**src/sfcd_regs.vh**
```
// sfcd_regs.vh: opcodes, field positions, reset values and timing counts
// for the serial flash command decoder; definitions only, no logic.
`ifndef SFCD_REGS_VH
`define SFCD_REGS_VH
// ==========================================================================
// operation codes
`define OP_WREN 8'h06
`define OP_WRDI 8'h04
`define OP_RDSR 8'h05
`define OP_WRSR 8'h01
`define OP_RDLR 8'hE8
`define OP_WRLR 8'hE5
`define OP_RDFSR 8'h70
`define OP_CLFSR 8'h50
`define OP_RDNVCR 8'hB5
`define OP_WRNVCR 8'hB1
`define OP_RDVCR 8'h85
`define OP_WRVCR 8'h81
`define OP_RDEVCR 8'h65
`define OP_WREVCR 8'h61
`define OP_RDEAR 8'hC8
`define OP_WREAR 8'hC5
`define OP_PP 8'h02
`define OP_PP4 8'h12
`define OP_DIFP 8'hA2
`define OP_DIFP_X 8'hD2
`define OP_QIFP 8'h32
`define OP_QIFP4 8'h34
`define OP_QIFP_X 8'h38
`define OP_SSE 8'h20
`define OP_SE 8'hD8
`define OP_BE 8'hC7
`define OP_RESUME 8'h7A
`define OP_SUSPEND 8'h75
`define OP_RDOTP 8'h4B
`define OP_PROTP 8'h42
`define OP_EN4B 8'hB7
`define OP_EX4B 8'hE9
// ==========================================================================
// protocol encodings
`define PROTO_EXT 2'h0
`define PROTO_DUAL 2'h1
`define PROTO_QUAD 2'h2
// ==========================================================================
// field positions and reset values
`define SR_WIP 0
`define SR_WEL 1
`define FSR_ADDR4 0
`define FSR_PROT 1
`define FSR_PROG 4
`define FSR_ERASE 5
`define FSR_PEC 7
`define NVCR_RESET 16'hFFFF
`define VCR_RESET 8'hFB
`define EVCR_RESET 8'hFF
`define EAR_RESET 8'h00
`define LOCK_RESET 8'h00
// ==========================================================================
// timing counts
`define PAGE_BYTES 256
`define OTP_BYTES 64
`define OTP_DUMMY_EXT 4'h8
`define OTP_DUMMY_QUAD 4'hA
`endif

```
**src/sfcd_sync.v**
```verilog
// sfcd_sync.v: two flip-flop synchroniser for a bus of pin levels.
// assumes the input is asynchronous to clk.
`timescale 1ns/10ps
module sfcd_sync #(
	parameter W = 1
) (
	input wire clk,
	input wire rst,
	input wire [W-1:0] d,
	output reg [W-1:0] q
);
	// ======================================================================
	// synchroniser stages
	reg [W-1:0] meta; // first stage, read only by q
	// two stages; reset value is the idle pin level zero
	always @(posedge clk) begin
		if (rst) begin
			meta <= {W{1'b0}};
			q <= {W{1'b0}};
		end else begin
			meta <= d;
			q <= meta;
		end
	end
endmodule // sfcd_sync

```
**src/sfcd_shift.v**
```verilog
// sfcd_shift.v: nibble-wide shift-in / shift-out unit for 1, 2 or 4 lines.
// assumes step pulses come from sclk edges already detected in clk domain.
`timescale 1ns/10ps
`include "sfcd_regs.vh"
module sfcd_shift (
	input wire clk,
	input wire rst,
	input wire clear,
	input wire [1:0] proto,
	input wire in_step,
	input wire [3:0] din,
	input wire out_step,
	input wire load,
	input wire [7:0] load_byte,
	output reg [7:0] in_byte,
	output reg byte_done,
	output reg [3:0] dout
);
	// ======================================================================
	// state
	reg [2:0] bitcnt; // bits received in current byte
	reg [7:0] out_sr; // outgoing byte, msb first
	wire [2:0] width = (proto == `PROTO_QUAD) ? 3'd4 : (proto == `PROTO_DUAL) ? 3'd2 : 3'd1;
	wire [7:0] shifted = (proto == `PROTO_QUAD) ? {in_byte[3:0], din} :
		(proto == `PROTO_DUAL) ? {in_byte[5:0], din[1:0]} : {in_byte[6:0], din[0]};
	// receive path: byte_done pulses when eight bits are in
	always @(posedge clk) begin
		if (rst || clear) begin
			bitcnt <= 3'd0;
			in_byte <= 8'h00;
			byte_done <= 1'b0;
		end else begin
			byte_done <= 1'b0;
			if (in_step) begin
				in_byte <= shifted;
				bitcnt <= bitcnt + width;
				byte_done <= ((bitcnt + width) & 3'd7) == 3'd0;
			end
		end
	end
	// transmit path: load only stages the byte; the next drive edge shows
	// its top bits, so the msb is never lost to an unsampled half clock
	always @(posedge clk) begin
		if (rst || clear) begin
			out_sr <= 8'h00;
			dout <= 4'h0;
		end else if (load) begin
			out_sr <= load_byte;
		end else if (out_step) begin
			if (proto == `PROTO_QUAD) begin
				out_sr <= {out_sr[3:0], 4'h0};
				dout <= out_sr[7:4];
			end else if (proto == `PROTO_DUAL) begin
				out_sr <= {out_sr[5:0], 2'b00};
				dout <= {2'b00, out_sr[7:6]};
			end else begin
				// single-line output leaves on the second line
				out_sr <= {out_sr[6:0], 1'b0};
				dout <= {2'b00, out_sr[7], 1'b0};
			end
		end
	end
endmodule // sfcd_shift

```
**src/sfcd_core.v**
```verilog
// sfcd_core.v: command decoder front end of a serial nor flash.
// assumes SCLK, CS_N and data pins are asynchronous, sampled by SYS_CLK
// well above the link rate; program/erase engines sit outside.
// Function
// - 05h streams status register, always accepted
// - 70h streams flag status, always accepted
// - register and enable opcodes: no address/dummy, lock register excepted
// - 50h clears flag status errors
// - write-type commands need write enable first
// - 01h one byte, E5h one, E8h addressed
// - erases take 3 or 4 address bytes
// - B5h/B1h two bytes, least significant first
// - volatile and enhanced config read/write decoded
// - C8h/C5h extended address, variant skips enable
// - frame opens on chip select fall, per-protocol lines
// - chip select rise stops output and ends
// - page programs accept 1 to 256 bytes
// - 12h/34h always four address bytes
// - 4Bh up to 64 bytes after dummy
// - B7h enters, E9h leaves four-byte addressing
// - dual protocol aliases 02h/A2h/D2h
// - quad protocol aliases 02h/32h/variant code
// - error flags sticky until clear command
// - nonvolatile read pads zeros after sixteen bits
`timescale 1ns/10ps
`include "sfcd_regs.vh"
module sfcd_core #(
	parameter ALT_VARIANT = 1'b0, // variant with reset pin, uses 38h alias
	parameter [3:0] OTP_DUMMY_CFG = 4'd0 // nonzero overrides dummy count
) (
	input wire SYS_CLK,
	input wire RST,
	input wire SCLK,
	input wire CS_N,
	input wire [3:0] IO_IN,
	output wire [3:0] IO_OUT,
	output wire [3:0] IO_OE,
	input wire [1:0] PROTOCOL,
	input wire BUSY,
	input wire ERASE_FAIL,
	input wire PROGRAM_FAIL,
	input wire PROTECT_FAIL,
	input wire [7:0] STATUS_BITS,
	input wire [7:0] LOCK_BITS,
	input wire [7:0] OTP_BYTE,
	output reg CMD_STROBE,
	output reg [7:0] CMD_CODE,
	output reg [31:0] CMD_ADDR,
	output reg [8:0] CMD_COUNT,
	output reg DATA_STROBE,
	output reg [7:0] DATA_BYTE,
	output reg [7:0] VCR,
	output reg [7:0] EVCR,
	output reg [15:0] NVCR,
	output reg [7:0] EAR,
	output reg ADDR4,
	output reg WEL,
	output reg [7:0] FLAG_STATUS
);
	// ======================================================================
	// phase codes
	localparam [2:0] ST_IDLE = 3'd0;
	localparam [2:0] ST_OPC = 3'd1;
	localparam [2:0] ST_ADDR = 3'd2;
	localparam [2:0] ST_DUMMY = 3'd3;
	localparam [2:0] ST_DIN = 3'd4;
	localparam [2:0] ST_DOUT = 3'd5;
	localparam [2:0] ST_IGNORE = 3'd6;
	// ======================================================================
	// pin synchronisation
	wire [5:0] pins_s; // {sclk, ~cs_n, io}
	sfcd_sync #(.W(6)) u_sync (
		.clk(SYS_CLK),
		.rst(RST),
		.d({SCLK, ~CS_N, IO_IN}),
		.q(pins_s)
	);
	wire sclk_s = pins_s[5];
	wire cs_n_s = ~pins_s[4]; // inverted so reset idles high
	reg sclk_d; // previous sclk
	reg cs_d; // previous cs_n
	wire rise = sclk_s & ~sclk_d; // sample edge
	wire fall = ~sclk_s & sclk_d; // drive edge
	wire frame_start = cs_d & ~cs_n_s;
	wire frame_end = ~cs_d & cs_n_s;
	// ======================================================================
	// decode helpers
	// true when code is a legal write-type command needing the latch
	function needs_wel;
		input [7:0] op;
		begin
			case (op)
			`OP_WRSR, `OP_WRLR, `OP_WRNVCR, `OP_WRVCR, `OP_WREVCR,
			`OP_PP, `OP_PP4, `OP_DIFP, `OP_DIFP_X, `OP_QIFP, `OP_QIFP4, `OP_QIFP_X,
			`OP_SSE, `OP_SE, `OP_BE, `OP_RESUME, `OP_SUSPEND, `OP_PROTP:
				needs_wel = 1'b1;
			default:
				needs_wel = 1'b0;
			endcase
		end
	endfunction
	// legality per protocol; dual and quad aliases handled here
	function legal;
		input [7:0] op;
		input [1:0] pr;
		begin
			case (op)
			`OP_WREN, `OP_WRDI, `OP_RDSR, `OP_WRSR, `OP_RDLR, `OP_WRLR, `OP_RDFSR,
			`OP_CLFSR, `OP_RDNVCR, `OP_WRNVCR, `OP_RDVCR, `OP_WRVCR, `OP_RDEVCR,
			`OP_WREVCR, `OP_RDEAR, `OP_WREAR, `OP_PP, `OP_PP4, `OP_SSE, `OP_SE,
			`OP_BE, `OP_RESUME, `OP_SUSPEND, `OP_RDOTP, `OP_PROTP, `OP_EN4B, `OP_EX4B:
				legal = 1'b1;
			`OP_DIFP, `OP_DIFP_X:
				legal = (pr != `PROTO_QUAD);
			`OP_QIFP, `OP_QIFP4:
				legal = (pr != `PROTO_DUAL);
			`OP_QIFP_X:
				legal = (pr == `PROTO_QUAD) && ALT_VARIANT;
			default:
				legal = 1'b0;
			endcase
		end
	endfunction
	// address bytes per opcode
	function [2:0] addr_bytes;
		input [7:0] op;
		input a4;
		begin
			case (op)
			`OP_PP4, `OP_QIFP4:
				addr_bytes = 3'd4;
			`OP_PP, `OP_DIFP, `OP_DIFP_X, `OP_QIFP, `OP_QIFP_X, `OP_SSE, `OP_SE, `OP_BE,
			`OP_RDOTP, `OP_PROTP, `OP_RDLR, `OP_WRLR:
				addr_bytes = a4 ? 3'd4 : 3'd3;
			default:
				addr_bytes = 3'd0;
			endcase
		end
	endfunction
	// ======================================================================
	// state
	reg [2:0] state; // command phase
	reg [7:0] op; // latched opcode
	reg [2:0] acnt; // address bytes left
	reg [3:0] dcnt; // dummy clocks left
	reg [8:0] nbytes; // data bytes moved
	reg [15:0] nv_shadow; // nonvolatile write staging
	reg out_en; // drive data lines
	reg load; // shift unit load pulse
	reg [7:0] load_byte; // byte to send
	wire [7:0] in_byte;
	wire byte_done;
	wire [3:0] dout;
	wire [3:0] dummy_len = (OTP_DUMMY_CFG != 4'd0) ? OTP_DUMMY_CFG :
		(PROTOCOL == `PROTO_QUAD) ? `OTP_DUMMY_QUAD : `OTP_DUMMY_EXT;
	wire [7:0] status_view = {STATUS_BITS[7:2], WEL, BUSY};
	wire [7:0] flag_view = {~BUSY, FLAG_STATUS[6:1], ADDR4};
	// write opcodes whose frame carries a single data byte
	wire one_byte = (op == `OP_WRSR) || (op == `OP_WRLR) || (op == `OP_WRVCR) ||
		(op == `OP_WREVCR) || (op == `OP_WREAR);
	// shift engine, cleared at each frame boundary
	sfcd_shift u_shift (
		.clk(SYS_CLK),
		.rst(RST),
		.clear(frame_start | frame_end),
		.proto(PROTOCOL),
		.in_step(rise & ~cs_n_s),
		.din(pins_s[3:0]),
		.out_step(fall & out_en & ~load),
		.load(load),
		.load_byte(load_byte),
		.in_byte(in_byte),
		.byte_done(byte_done),
		.dout(dout)
	);
	// pin drive: ext uses the second line, dual the low two, quad all four
	assign IO_OUT = dout;
	assign IO_OE = ~out_en ? 4'h0 : (PROTOCOL == `PROTO_QUAD) ? 4'hF :
		(PROTOCOL == `PROTO_DUAL) ? 4'h3 : 4'h2;
	// byte to present for a read opcode at index n
	function [7:0] read_byte;
		input [7:0] o;
		input [8:0] n;
		input [7:0] sv;
		input [7:0] fv;
		begin
			case (o)
			`OP_RDSR: read_byte = sv;
			`OP_RDFSR: read_byte = fv;
			`OP_RDNVCR: read_byte = (n == 9'd0) ? NVCR[7:0] :
				(n == 9'd1) ? NVCR[15:8] : 8'h00;
			`OP_RDVCR: read_byte = VCR;
			`OP_RDEVCR: read_byte = EVCR;
			`OP_RDEAR: read_byte = EAR;
			`OP_RDLR: read_byte = LOCK_BITS;
			`OP_RDOTP: read_byte = (n < `OTP_BYTES) ? OTP_BYTE : 8'h00;
			default: read_byte = 8'h00;
			endcase
		end
	endfunction
	// sampled edges of the link clock and chip select
	always @(posedge SYS_CLK) begin
		if (RST) begin
			sclk_d <= 1'b0;
			cs_d <= 1'b1;
		end else begin
			sclk_d <= sclk_s;
			cs_d <= cs_n_s;
		end
	end
	// ======================================================================
	// command sequencer
	always @(posedge SYS_CLK) begin
		if (RST) begin
			state <= ST_IDLE;
			op <= 8'h00;
			acnt <= 3'd0;
			dcnt <= 4'd0;
			nbytes <= 9'd0;
			nv_shadow <= 16'h0000;
			out_en <= 1'b0;
			load <= 1'b0;
			load_byte <= 8'h00;
			CMD_STROBE <= 1'b0;
			CMD_CODE <= 8'h00;
			CMD_ADDR <= 32'h0000_0000;
			CMD_COUNT <= 9'd0;
			DATA_STROBE <= 1'b0;
			DATA_BYTE <= 8'h00;
			VCR <= `VCR_RESET;
			EVCR <= `EVCR_RESET;
			NVCR <= `NVCR_RESET;
			EAR <= `EAR_RESET;
			ADDR4 <= 1'b0;
			WEL <= 1'b0;
			FLAG_STATUS <= 8'h00;
		end else begin
			CMD_STROBE <= 1'b0;
			DATA_STROBE <= 1'b0;
			load <= 1'b0;
			// error flags: hardware set wins over the clear command
			if (ERASE_FAIL)
				FLAG_STATUS[`FSR_ERASE] <= 1'b1;
			if (PROGRAM_FAIL)
				FLAG_STATUS[`FSR_PROG] <= 1'b1;
			if (PROTECT_FAIL)
				FLAG_STATUS[`FSR_PROT] <= 1'b1;
			if (frame_start) begin
				state <= ST_OPC;
				nbytes <= 9'd0;
				CMD_ADDR <= 32'h0000_0000;
			end else if (frame_end) begin
				// output off at once; writes with a data phase launch on the rise
				out_en <= 1'b0;
				state <= ST_IDLE;
				if (state == ST_DIN && nbytes != 9'd0) begin
					CMD_STROBE <= 1'b1;
					CMD_CODE <= op;
					CMD_COUNT <= nbytes;
					WEL <= 1'b0;
					if (op == `OP_WRNVCR && nbytes == 9'd2)
						NVCR <= nv_shadow;
				end else if (state == ST_DIN || state == ST_ADDR) begin
					state <= ST_IDLE;
				end else if (state == ST_DUMMY && addr_bytes(op, ADDR4) != 3'd0) begin
					state <= ST_IDLE;
				end
				// opcode not completed: nothing happens
			end else if (byte_done) begin
				case (state)
				ST_OPC: begin
					op <= in_byte;
					if (!legal(in_byte, PROTOCOL)) begin
						state <= ST_IGNORE;
					end else if (needs_wel(in_byte) && !WEL) begin
						state <= ST_IGNORE;
					end else if (in_byte == `OP_WREAR && !WEL && !ALT_VARIANT) begin
						state <= ST_IGNORE;
					end else if (in_byte == `OP_RDLR && BUSY) begin
						state <= ST_IGNORE;
					end else begin
						case (in_byte)
						`OP_WREN: begin
							WEL <= 1'b1;
							state <= ST_IGNORE;
						end
						`OP_WRDI: begin
							WEL <= 1'b0;
							state <= ST_IGNORE;
						end
						`OP_CLFSR: begin
							FLAG_STATUS[`FSR_ERASE] <= ERASE_FAIL;
							FLAG_STATUS[`FSR_PROG] <= PROGRAM_FAIL;
							FLAG_STATUS[`FSR_PROT] <= PROTECT_FAIL;
							state <= ST_IGNORE;
						end
						`OP_EN4B: begin
							ADDR4 <= 1'b1;
							state <= ST_IGNORE;
						end
						`OP_EX4B: begin
							ADDR4 <= 1'b0;
							state <= ST_IGNORE;
						end
						`OP_RESUME, `OP_SUSPEND: begin
							CMD_STROBE <= 1'b1;
							CMD_CODE <= in_byte;
							CMD_COUNT <= 9'd0;
							WEL <= 1'b0;
							state <= ST_IGNORE;
						end
						default: begin
							acnt <= addr_bytes(in_byte, ADDR4);
							if (addr_bytes(in_byte, ADDR4) != 3'd0) begin
								state <= ST_ADDR;
							end else if (in_byte == `OP_RDSR || in_byte == `OP_RDFSR ||
								in_byte == `OP_RDNVCR || in_byte == `OP_RDVCR ||
								in_byte == `OP_RDEVCR || in_byte == `OP_RDEAR) begin
								state <= ST_DOUT;
								out_en <= 1'b1;
								load <= 1'b1;
								load_byte <= read_byte(in_byte, 9'd0, status_view, flag_view);
							end else begin
								state <= ST_DIN;
							end
						end
						endcase
					end
				end
				ST_ADDR: begin
					CMD_ADDR <= {CMD_ADDR[23:0], in_byte};
					acnt <= acnt - 3'd1;
					if (acnt == 3'd1) begin
						if (op == `OP_SSE || op == `OP_SE || op == `OP_BE) begin
							CMD_STROBE <= 1'b1;
							CMD_CODE <= op;
							CMD_COUNT <= 9'd0;
							WEL <= 1'b0;
							state <= ST_IGNORE;
						end else if (op == `OP_RDOTP) begin
							dcnt <= dummy_len;
							state <= ST_DUMMY;
						end else if (op == `OP_RDLR) begin
							state <= ST_DOUT;
							out_en <= 1'b1;
							load <= 1'b1;
							load_byte <= LOCK_BITS;
						end else begin
							state <= ST_DIN;
						end
					end
				end
				ST_DIN: begin
					// single-byte writes take exactly one byte; extras fall away
					if (!(one_byte && nbytes != 9'd0)) begin
						DATA_STROBE <= 1'b1;
						DATA_BYTE <= in_byte;
						if (nbytes != `PAGE_BYTES) nbytes <= nbytes + 9'd1;
						case (op)
						`OP_WRVCR: VCR <= in_byte;
						`OP_WREVCR: EVCR <= in_byte;
						`OP_WREAR: EAR <= in_byte;
						`OP_WRNVCR: nv_shadow <= (nbytes == 9'd0) ? {8'h00, in_byte} :
							{in_byte, nv_shadow[7:0]};
						default: ;
						endcase
					end
				end
				ST_DOUT: begin
					// a boundary right behind a load is the dummy tail, not data;
					// dummy counts that are not byte aligned are not supported
					if (!load) begin
						nbytes <= nbytes + 9'd1;
						load <= 1'b1;
						load_byte <= read_byte(op, nbytes + 9'd1, status_view, flag_view);
					end
				end
				default: ;
				endcase
			end else if (state == ST_DUMMY && rise) begin
				if (dcnt == 4'd1) begin
					state <= ST_DOUT;
					out_en <= 1'b1;
					load <= 1'b1;
					load_byte <= read_byte(op, 9'd0, status_view, flag_view);
				end
				dcnt <= dcnt - 4'd1;
			end
		end
	end
endmodule // sfcd_core

```
**config.mk**
```make
export PLATFORM = sky130hd
export DESIGN_NAME = sfcd_core
export DESIGN_NICKNAME = d
export VERILOG_FILES = /design/src/sfcd_sync.v /design/src/sfcd_shift.v /design/src/sfcd_core.v
export VERILOG_INCLUDE_DIRS = /design/src
export SDC_FILE = /design/constraint.sdc
export NUM_CORES = 1
export LEC_CHECK = 0
export BUFFER_PORTS_ARGS = -buffer_cell sky130_fd_sc_hd__buf_2
export CAP_MARGIN = 10
export CORE_ASPECT_RATIO = 1.5
export CORE_MARGIN = 2
export CORE_UTILIZATION = 45
export CTS_CLUSTER_SIZE = 8
export DETAILED_ROUTE_END_ITERATION = 10
export GPL_TIMING_DRIVEN = 1
export PLACE_DENSITY_LB_ADDON = 0.25
export SKIP_LAST_GASP = 1
export SLEW_MARGIN = 15
export SYNTH_ARGS = -nofsm -noshare
export SYNTH_HDL_FRONTEND = slang
export SYNTH_SLANG_ARGS = --single-unit
```
**constraint.sdc**
```tcl
create_clock -name SYS_CLK -period 2.6 [get_ports SYS_CLK]
set_input_delay 0.52 -clock SYS_CLK [delete_from_list [all_inputs] [get_ports SYS_CLK]]
set_output_delay 0.52 -clock SYS_CLK [all_outputs]
set_load 0.02 [all_outputs]
```
==> key figures, run 1 <==
Status
  – Outcome: finished, violations left
  – Failing checks: negative setup slack

Global routing
  – GRT Total Usage: 0.292
  – First-pass GRT wire length: between 50000 and 60000 um
  – Largest net degree at the start of global routing: 45
  – GR Overflow Total: 0
  – Number of global-route vias before repair: 10422
  – Initial antenna violation count: 0

Finish
  – Share of layout cells above drive strength 1: 0.285
  – ANT cells: 0
  – Finished Layout Cells: 1866
  – Final net count: 1590
  – Finished Cell Area: 13700 um^2
  – Synth-to-Final Area Change: 29.2%

Logic synthesis
  – Post-Synth Adder-Cell Area: 0.0173
  – Combinational family with the most area after synthesis: simple AND/OR/NAND/NOR gates
  – Post-synth EDFFs: 0
  – Post-Synth XOR/XNOR Area: 0.00663
  – Top_reg_cell synth: dfxtp_1
  – Mapped cell area: roughly 11000 um^2
  – Mux cell area share after synthesis: 0.0928
  – Synth Area in Simple Gates: 0.262
  – Post-synthesis register bit count: 195
  – YS warnings: 0
  – Area leader, netlist: dfxtp_1
  – Synth unique cells: 94
  – Post-synthesis compound-gate area fraction: 0.198
  – Asr flop ratio synth: 0
  – Top post-synthesis cells by count: nand2_1, dfxtp_1, nor2_1
  – Post-synth top area share: 0.369
  – Area contributors post-synth: dfxtp_1, mux2i_1, nand2_1
  – Syn avg cell area: a little over 8 um^2
  – Post-synthesis sequential area ratio: 0.369
  – Most frequent cell after synthesis: nand2_1
  – Cells after Synth: 1295

Placement
  – Port bufs: 147
  – Final Wtd Congestion: slightly below 1
  – DP Cell Count: 1810
  – DP Area: 12500 um^2
  – Hpwl dp: 26700 um

Timing
  – Final worst path period share: 1.01
  – Fin. Hold Viols: 0
  – Worst slew margin: 0.465
  – RSZ-0062 raised after global routing: yes
  – Tightest Pin Transition: roughly 800 ps
  – Final WS setup: -19.2 ps
  – Tmin final: 2620 ps
  – Slew Limit Fails: 0
  – F_max: about 380 MHz
  – Setup Viol. Count Final: 8
  – Final Skew: approximately 17 ps

Floorplanning
  – Core area: around 23000 um^2
  – Io pins: between 150 and 200
  – Starting Density: 0.459
  – DIE AREA: about 25000 um^2
  – Die Ht: 192 um
  – Die Wd: about 130 um
  – Std cell rows: 68

Min path
  – HP Class: in -> reg

Worst setup path
  – Worst Path Arrival: 3010 ps
  – Worst Setup Start Kind: flop
  – CP endpoint kind: flop
  – CP Max Fanout: 13
  – Kind of critical path: reg -> reg
  – Critical Path RT: between 2000 and 3000 ps

Clock tree
  – Hold_buf cts: 0
  – TritonCTS buffer count: 17
  – CTS max path bufs: 2
  – CTS tree: built
  – Root Buffer Master: clkbuf_16
  – Clk_lat worst skew: 460 ps
  – H-tree depth: 4
  – Clock transition at the registers of the reported paths: 80 ps
  – # clock sinks: 195

Detailed routing
  – Avg WL per Cell: just under 20 um
  – Vias: 10971
  – Starting DRT DRC Count: 865
  – Routed wire length: 36600 um
  – Routed Antenna Nets: 0
  – DRT Pass-1 Iters: 7
  – DRC: 0
  – Via density: 5.88

Power and ir drop
  – Max VDD drop: 492 uV
  – LEAKAGE: between 5 and 6 nW
  – Post-layout total power: 6.00 mW
  – Cell area power density: 439 nW/um^2

Flow run
  – Max cap viols: 0
==> registers in the layout (all words and copies together) (netlist names), 9 cells and up <==
name / flops
NVCR: 16
nbytes: 9
CMD_COUNT: 9
CMD_ADDR: 32
nv_shadow: 16
==> metal layers <==
metal | vias up | GRT usage | part of all wire | wire [um]
met3 | 123 | 0.0457 | 0.058 | 2140
li1 | 5146 | - | - | -
met2 | 481 | 0.506 | 0.50 | 18200
met5 | - | 0 | 0 | 0
met1 | 5221 | 0.346 | 0.39 | 14400
met4 | 0 | 0.145 | 0.049 | 1790
==> cells by family after synthesis <==
family / count (synthesis)
compound gates: 305
xor+xnor: 8
fa+ha+maj: 14
buf+inv: 135
flops: 195
mux: 97
other cells: 1
simple gates: 540
==> layout make-up <==
type	count	area [um^2]
Clock buffer	19	453
Clock inverter	13	148
Fill cell	2113	9390
Inverter	29	109
Multi-Input combinational cell	969	6410
Sequential cell	195	3930
Tap cell	315	394
Timing Repair Buffer	326	2220
==> cells in the final DEF, fill, tap and decap left out, drive strengths merged, types with 8 or more instances in the layout <==
master	synthesis	layout
mux2	8	8
nor3b	9	9
a22oi	25	25
o21ai	36	36
inv	29	33
nor4b	8	8
mux2i	89	89
nor2b	19	19
o211ai	20	20
or3	11	11
nand3	40	40
o22ai	12	12
and3	16	16
clkbuf	69	19
a21oi	107	107
nand2b	11	11
nor4	12	12
dfxtp	195	195
a32o	10	10
a222oi	9	9
nor3	18	18
a22o	8	8
ha	13	13
buf	37	326
nor2	110	110
a221oi	16	16
nand3b	12	12
nand4	8	8
nand2	214	214
==> where the power goes <==
| group | switching (mW) | leakage (nW) | total [mW] | internal [mW] |
|---|---|---|---|---|
| sequential | 0.00890 | 1.58 | 3.00 | 2.99 |
| combinational | 0.167 | 3.62 | 0.249 | 0.0828 |
| clock | 1.27 | 0.288 | 2.75 | 1.48 |
==> stage by stage <==
step,util,TNS (ps),hold slack [ps],worst slack (ps)
6_report,0.593,-83.8,220,-19.2
5_1_grt,0.593,-1650,224,-122
4_1_cts,0.576,-65.2,208,-14.5
3_5_place_dp,0.542,-3300,425,-143
3_3_place_gp,0.542,-1880,428,-102
2_1_floorplan,-,0,414,89.9
==> worst max-delay path: stages (launching register included) <==
cell       delay (ps)
dfxtp_4           370
buf_4             140
buf_6             140
or3b_4            410
and2_1            150
o221a_2           290
nand4bb_4         140
a21oi_4            80
o311ai_4          400
buf_6             170
buf_16            110
a32o_1            150
==> what timing repair did <==
item | CTS | global route
setup buffers | 5 | 22
hold endpoints to repair | 0 | 0
gates resized for setup | 23 | 55
pin swaps | 3 | 41
endpoints found under the setup margin | 43 | 64
gates cloned | 2 | 0
==> worst paths after layout <==
kind                                    from                         to  slack [ps]  depth (start not counted)
max          u_shift.in_byte[4]$_SDFFE_PP0P_  CMD_COUNT[8]$_SDFFE_PP0P_         -20                         11
min                                     CS_N  u_sync.meta[4]$_SDFF_PP0_         220                          2
max reg2reg  u_shift.in_byte[4]$_SDFFE_PP0P_  CMD_COUNT[8]$_SDFFE_PP0P_         -20                         11
min reg2reg        u_sync.meta[4]$_SDFF_PP0_     u_sync.q[4]$_SDFF_PP0_         440                          1
No activity file was read; power rests on OpenSTA's default activity.
==> run 2: changes to the inputs <==
--- a/config.mk
+++ b/config.mk
@@ -7,7 +7,7 @@
 export NUM_CORES = 1
 export LEC_CHECK = 0
 export BUFFER_PORTS_ARGS = -buffer_cell sky130_fd_sc_hd__buf_2
-export CAP_MARGIN = 10
+export CAP_MARGIN = 40
 export CORE_ASPECT_RATIO = 1.5
 export CORE_MARGIN = 2
 export CORE_UTILIZATION = 45
@@ -15,6 +15,7 @@
 export DETAILED_ROUTE_END_ITERATION = 10
 export GPL_TIMING_DRIVEN = 1
 export PLACE_DENSITY_LB_ADDON = 0.25
+export RECOVER_POWER = 25
 export SKIP_LAST_GASP = 1
 export SLEW_MARGIN = 15
 export SYNTH_ARGS = -nofsm -noshare
==> run 2 against run 1 <==
Effect of this change:
- first-iteration DRC count grew 0.12%
- die area is the same
- clock skew shrank 1.6 ps
- worst hold slack gained 9.3 ps
- global-route usage shrank 0.14 points
- sequential cell count is the same
- the flow still finishes with violations (negative setup slack)
- highest routed layer unchanged
- wire length shrank 0.30%
- cell count shrank 0.11%
- largest cell class unchanged
- sequential share of layout area grew 0.11 points
- via count shrank 0.26%
==> key figures, run 2 (synthesis gave the netlist of run 1 again) <==
Min path
  – HP Class: in -> reg

Clock tree
  – # clock sinks: 195 (unchanged)
  – H-tree depth: 4 (unchanged)
  – Root Buffer Master: clkbuf_16
  – Clock transition at the registers of the reported paths: 70 ps (about the same)
  – CTS max path bufs: 2 (unchanged)
  – TritonCTS buffer count: 17 (unchanged)
  – CTS tree: built
  – Clk_lat worst skew: 450 ps (about the same)

Timing
  – Setup Viol. Count Final: 1 (-7)
  – Slew Limit Fails: 0 (unchanged)
  – Fin. Hold Viols: 0 (unchanged)
  – Hold slack: 229 ps (+9.29 ps)
  – Final worst path period share: 1.00 (-0.00710)
  – Final Skew: 15.6 ps (-1.56 ps)
  – Tmin final: 2600 ps (-18.5 ps)
  – Worst slew margin: 0.485 (+0.0204)
  – Tightest Pin Transition: 769 ps (-26.9 ps)
  – RSZ-0062 raised after global routing: yes
  – Final WS setup: -0.792 ps (+18.5 ps)
  – F_max: 384 MHz (+0.71%)

Global routing
  – Initial antenna violation count: 0 (unchanged)
  – Number of global-route vias before repair: 10387 (-0.34%)
  – Largest net degree at the start of global routing: 45 (unchanged)
  – GRT Total Usage: 0.290 (-0.00140)
  – GR Overflow Total: 0 (unchanged)
  – First-pass GRT wire length: 56300 um (-0.20%)

Worst setup path
  – Worst path top cell family by delay: buffers and inverters
  – Worst Setup Start Kind: flop
  – Worst Path Arrival: 2970 ps (-40 ps)
  – CP peak stage delay: 430 ps (+20 ps)
  – Crit path cell chain: buf_6 > and3b_1 > o211ai_1 > o211ai_1 > buf_4 > buf_4 > buf_4 > nor4bb_2 > buf_4 > o22ai_4 > nand4bb_1 > a31oi_1
  – CP Max Fanout: 8 (-5)
  – Cell repeated most along the worst path: buf_4
  – Critical Path RT: 2970 ps (-20 ps)
  – CP endpoint kind: flop
  – Slowest CP cell: dfxtp_4
  – Kind of critical path: reg -> reg
  – CP bufs+invs: 5 (+1)

Floorplanning
  – Io pins: 155 (unchanged)
  – Die Wd: 129 um (unchanged)
  – Core area: 23100 um^2 (unchanged)
  – DIE AREA: 24800 um^2 (unchanged)
  – Std cell rows: 68 (unchanged)
  – Starting Density: 0.459 (unchanged)
  – Die Ht: 192 um (unchanged)

Finish
  – Synth-to-Final Area Change: 29.0%
  – ANT cells: 0 (unchanged)
  – Commonest cells after routing, fill and taps aside: nand2_1, dfxtp_1, buf_4
  – Share of layout cells above drive strength 1: 0.287 (+0.00166)
  – Max reg flops: 32 (unchanged)
  – Commonest non-fill, non-tap cell in the layout: nand2_1
  – Final net count: 1588 (-0.13%)
  – Largest register by flop count: CMD_ADDR
  – Biggest regs: CMD_ADDR (32), NVCR (16), nv_shadow (16)

Power and ir drop
  – Max VDD drop: 494 uV (+0.49%)
  – Cell area power density: 431 nW/um^2 (-1.8%)
  – Post-layout total power: 5.88 mW (-2.0%)
  – LEAKAGE: 5.45 nW (-0.83%)

Placement
  – Port bufs: 147 (unchanged)
  – Final Wtd Congestion: 0.966 (unchanged)
  – Hpwl dp: 26700 um (+0.23%)

Detailed routing
  – Starting DRT DRC Count: 866 (+0.12%)
  – Via density: 5.87 (-0.15%)
  – Avg WL per Cell: 19.6 um (-0.19%)
  – Routed Antenna Nets: 0 (unchanged)
  – Vias: 10943 (-0.26%)
  – DRC: 0 (unchanged)
  – Routed wire length: 36500 um (-0.30%)
  – DRT Pass-1 Iters: 6 (-1)

Flow run
  – Max cap viols: 0 (unchanged)

Status
  – Failing checks: negative setup slack
  – Outcome: finished, violations left
==> run 2: cell count changes in the layout (fill, tap and decap cells not counted), sizes merged <==
cell	before	now
buf	326	323
clkinv	4	5
clkbuf	19	18
inv	33	34
clkdlybuf4s15	0	1
bufinv	2	1
==> run 2: repair_timing <==
item,4_1_cts,5_1_grt
resized for setup,40,41
setup buffers,10,11
setup endpoints to repair,26,49
pin swaps,7,23
gates cloned,2,0
hold buffers,0,0
==> run 2: power by group <==
group | switching [mW] | leakage, nW | internal [mW] | total (mW)
logic | 0.166 | 3.59 | 0.0825 | 0.248
registers | 0.00869 | 1.58 | 2.99 | 3.00
clock network | 1.27 | 0.275 | 1.36 | 2.63
==> run 2: worst paths after layout <==
kind / from / endpoint / slack (ps) / depth (start not counted)
min reg2reg: u_sync.meta[4]$_SDFF_PP0_ / u_sync.q[4]$_SDFF_PP0_ / 440 / 1
max reg2reg: u_shift.in_byte[7]$_SDFFE_PP0P_ / acnt[0]$_SDFFE_PP0P_ / -0.8 / 12
min: CS_N / u_sync.meta[4]$_SDFF_PP0_ / 230 / 2
max: u_shift.in_byte[7]$_SDFFE_PP0P_ / acnt[0]$_SDFFE_PP0P_ / -0.8 / 12
==> run 2: metrics by stage <==
stage               utilization  std cells  setup slack, ps  instance area (um^2)  TNS [ps]
global placement          0.542       1810             -102                 12500     -1880
finish                    0.591       1864           -0.792                 13600    -0.792
CTS                       0.581       1855             4.50                 13400         0
detailed placement        0.543       1812             -147                 12500     -2540
global route              0.591       1864            -59.6                 13600      -105
floorplan                     -       1299             89.9                 10600         0
==> run 2: per-layer routing <==
layer	part of all wire	GRT usage	up-vias
met2	0.50	0.502	504
met1	0.39	0.345	5181
li1	-	-	5153
met3	0.062	0.0415	105
met4	0.046	0.154	0
met5	0	0	-
==> run 2: layout make-up <==
type / count / area (um^2)
flip-flops and latches: 195 / 3940
multi-input cells: 969 / 6380
repair buffers: 324 / 2240
inverters: 29 / 109
clock inverters: 14 / 128
well taps: 315 / 394
fillers: 2077 / 9420
clock buffers: 18 / 439
==> run 2: worst reg2reg max path, delay by kind of cell, from the launching register on <==
family | cells | cell delay (ps)
compound gates | 4 | 660
buf+inv | 5 | 720
simple gates | 3 | 700
flops | 1 | 430
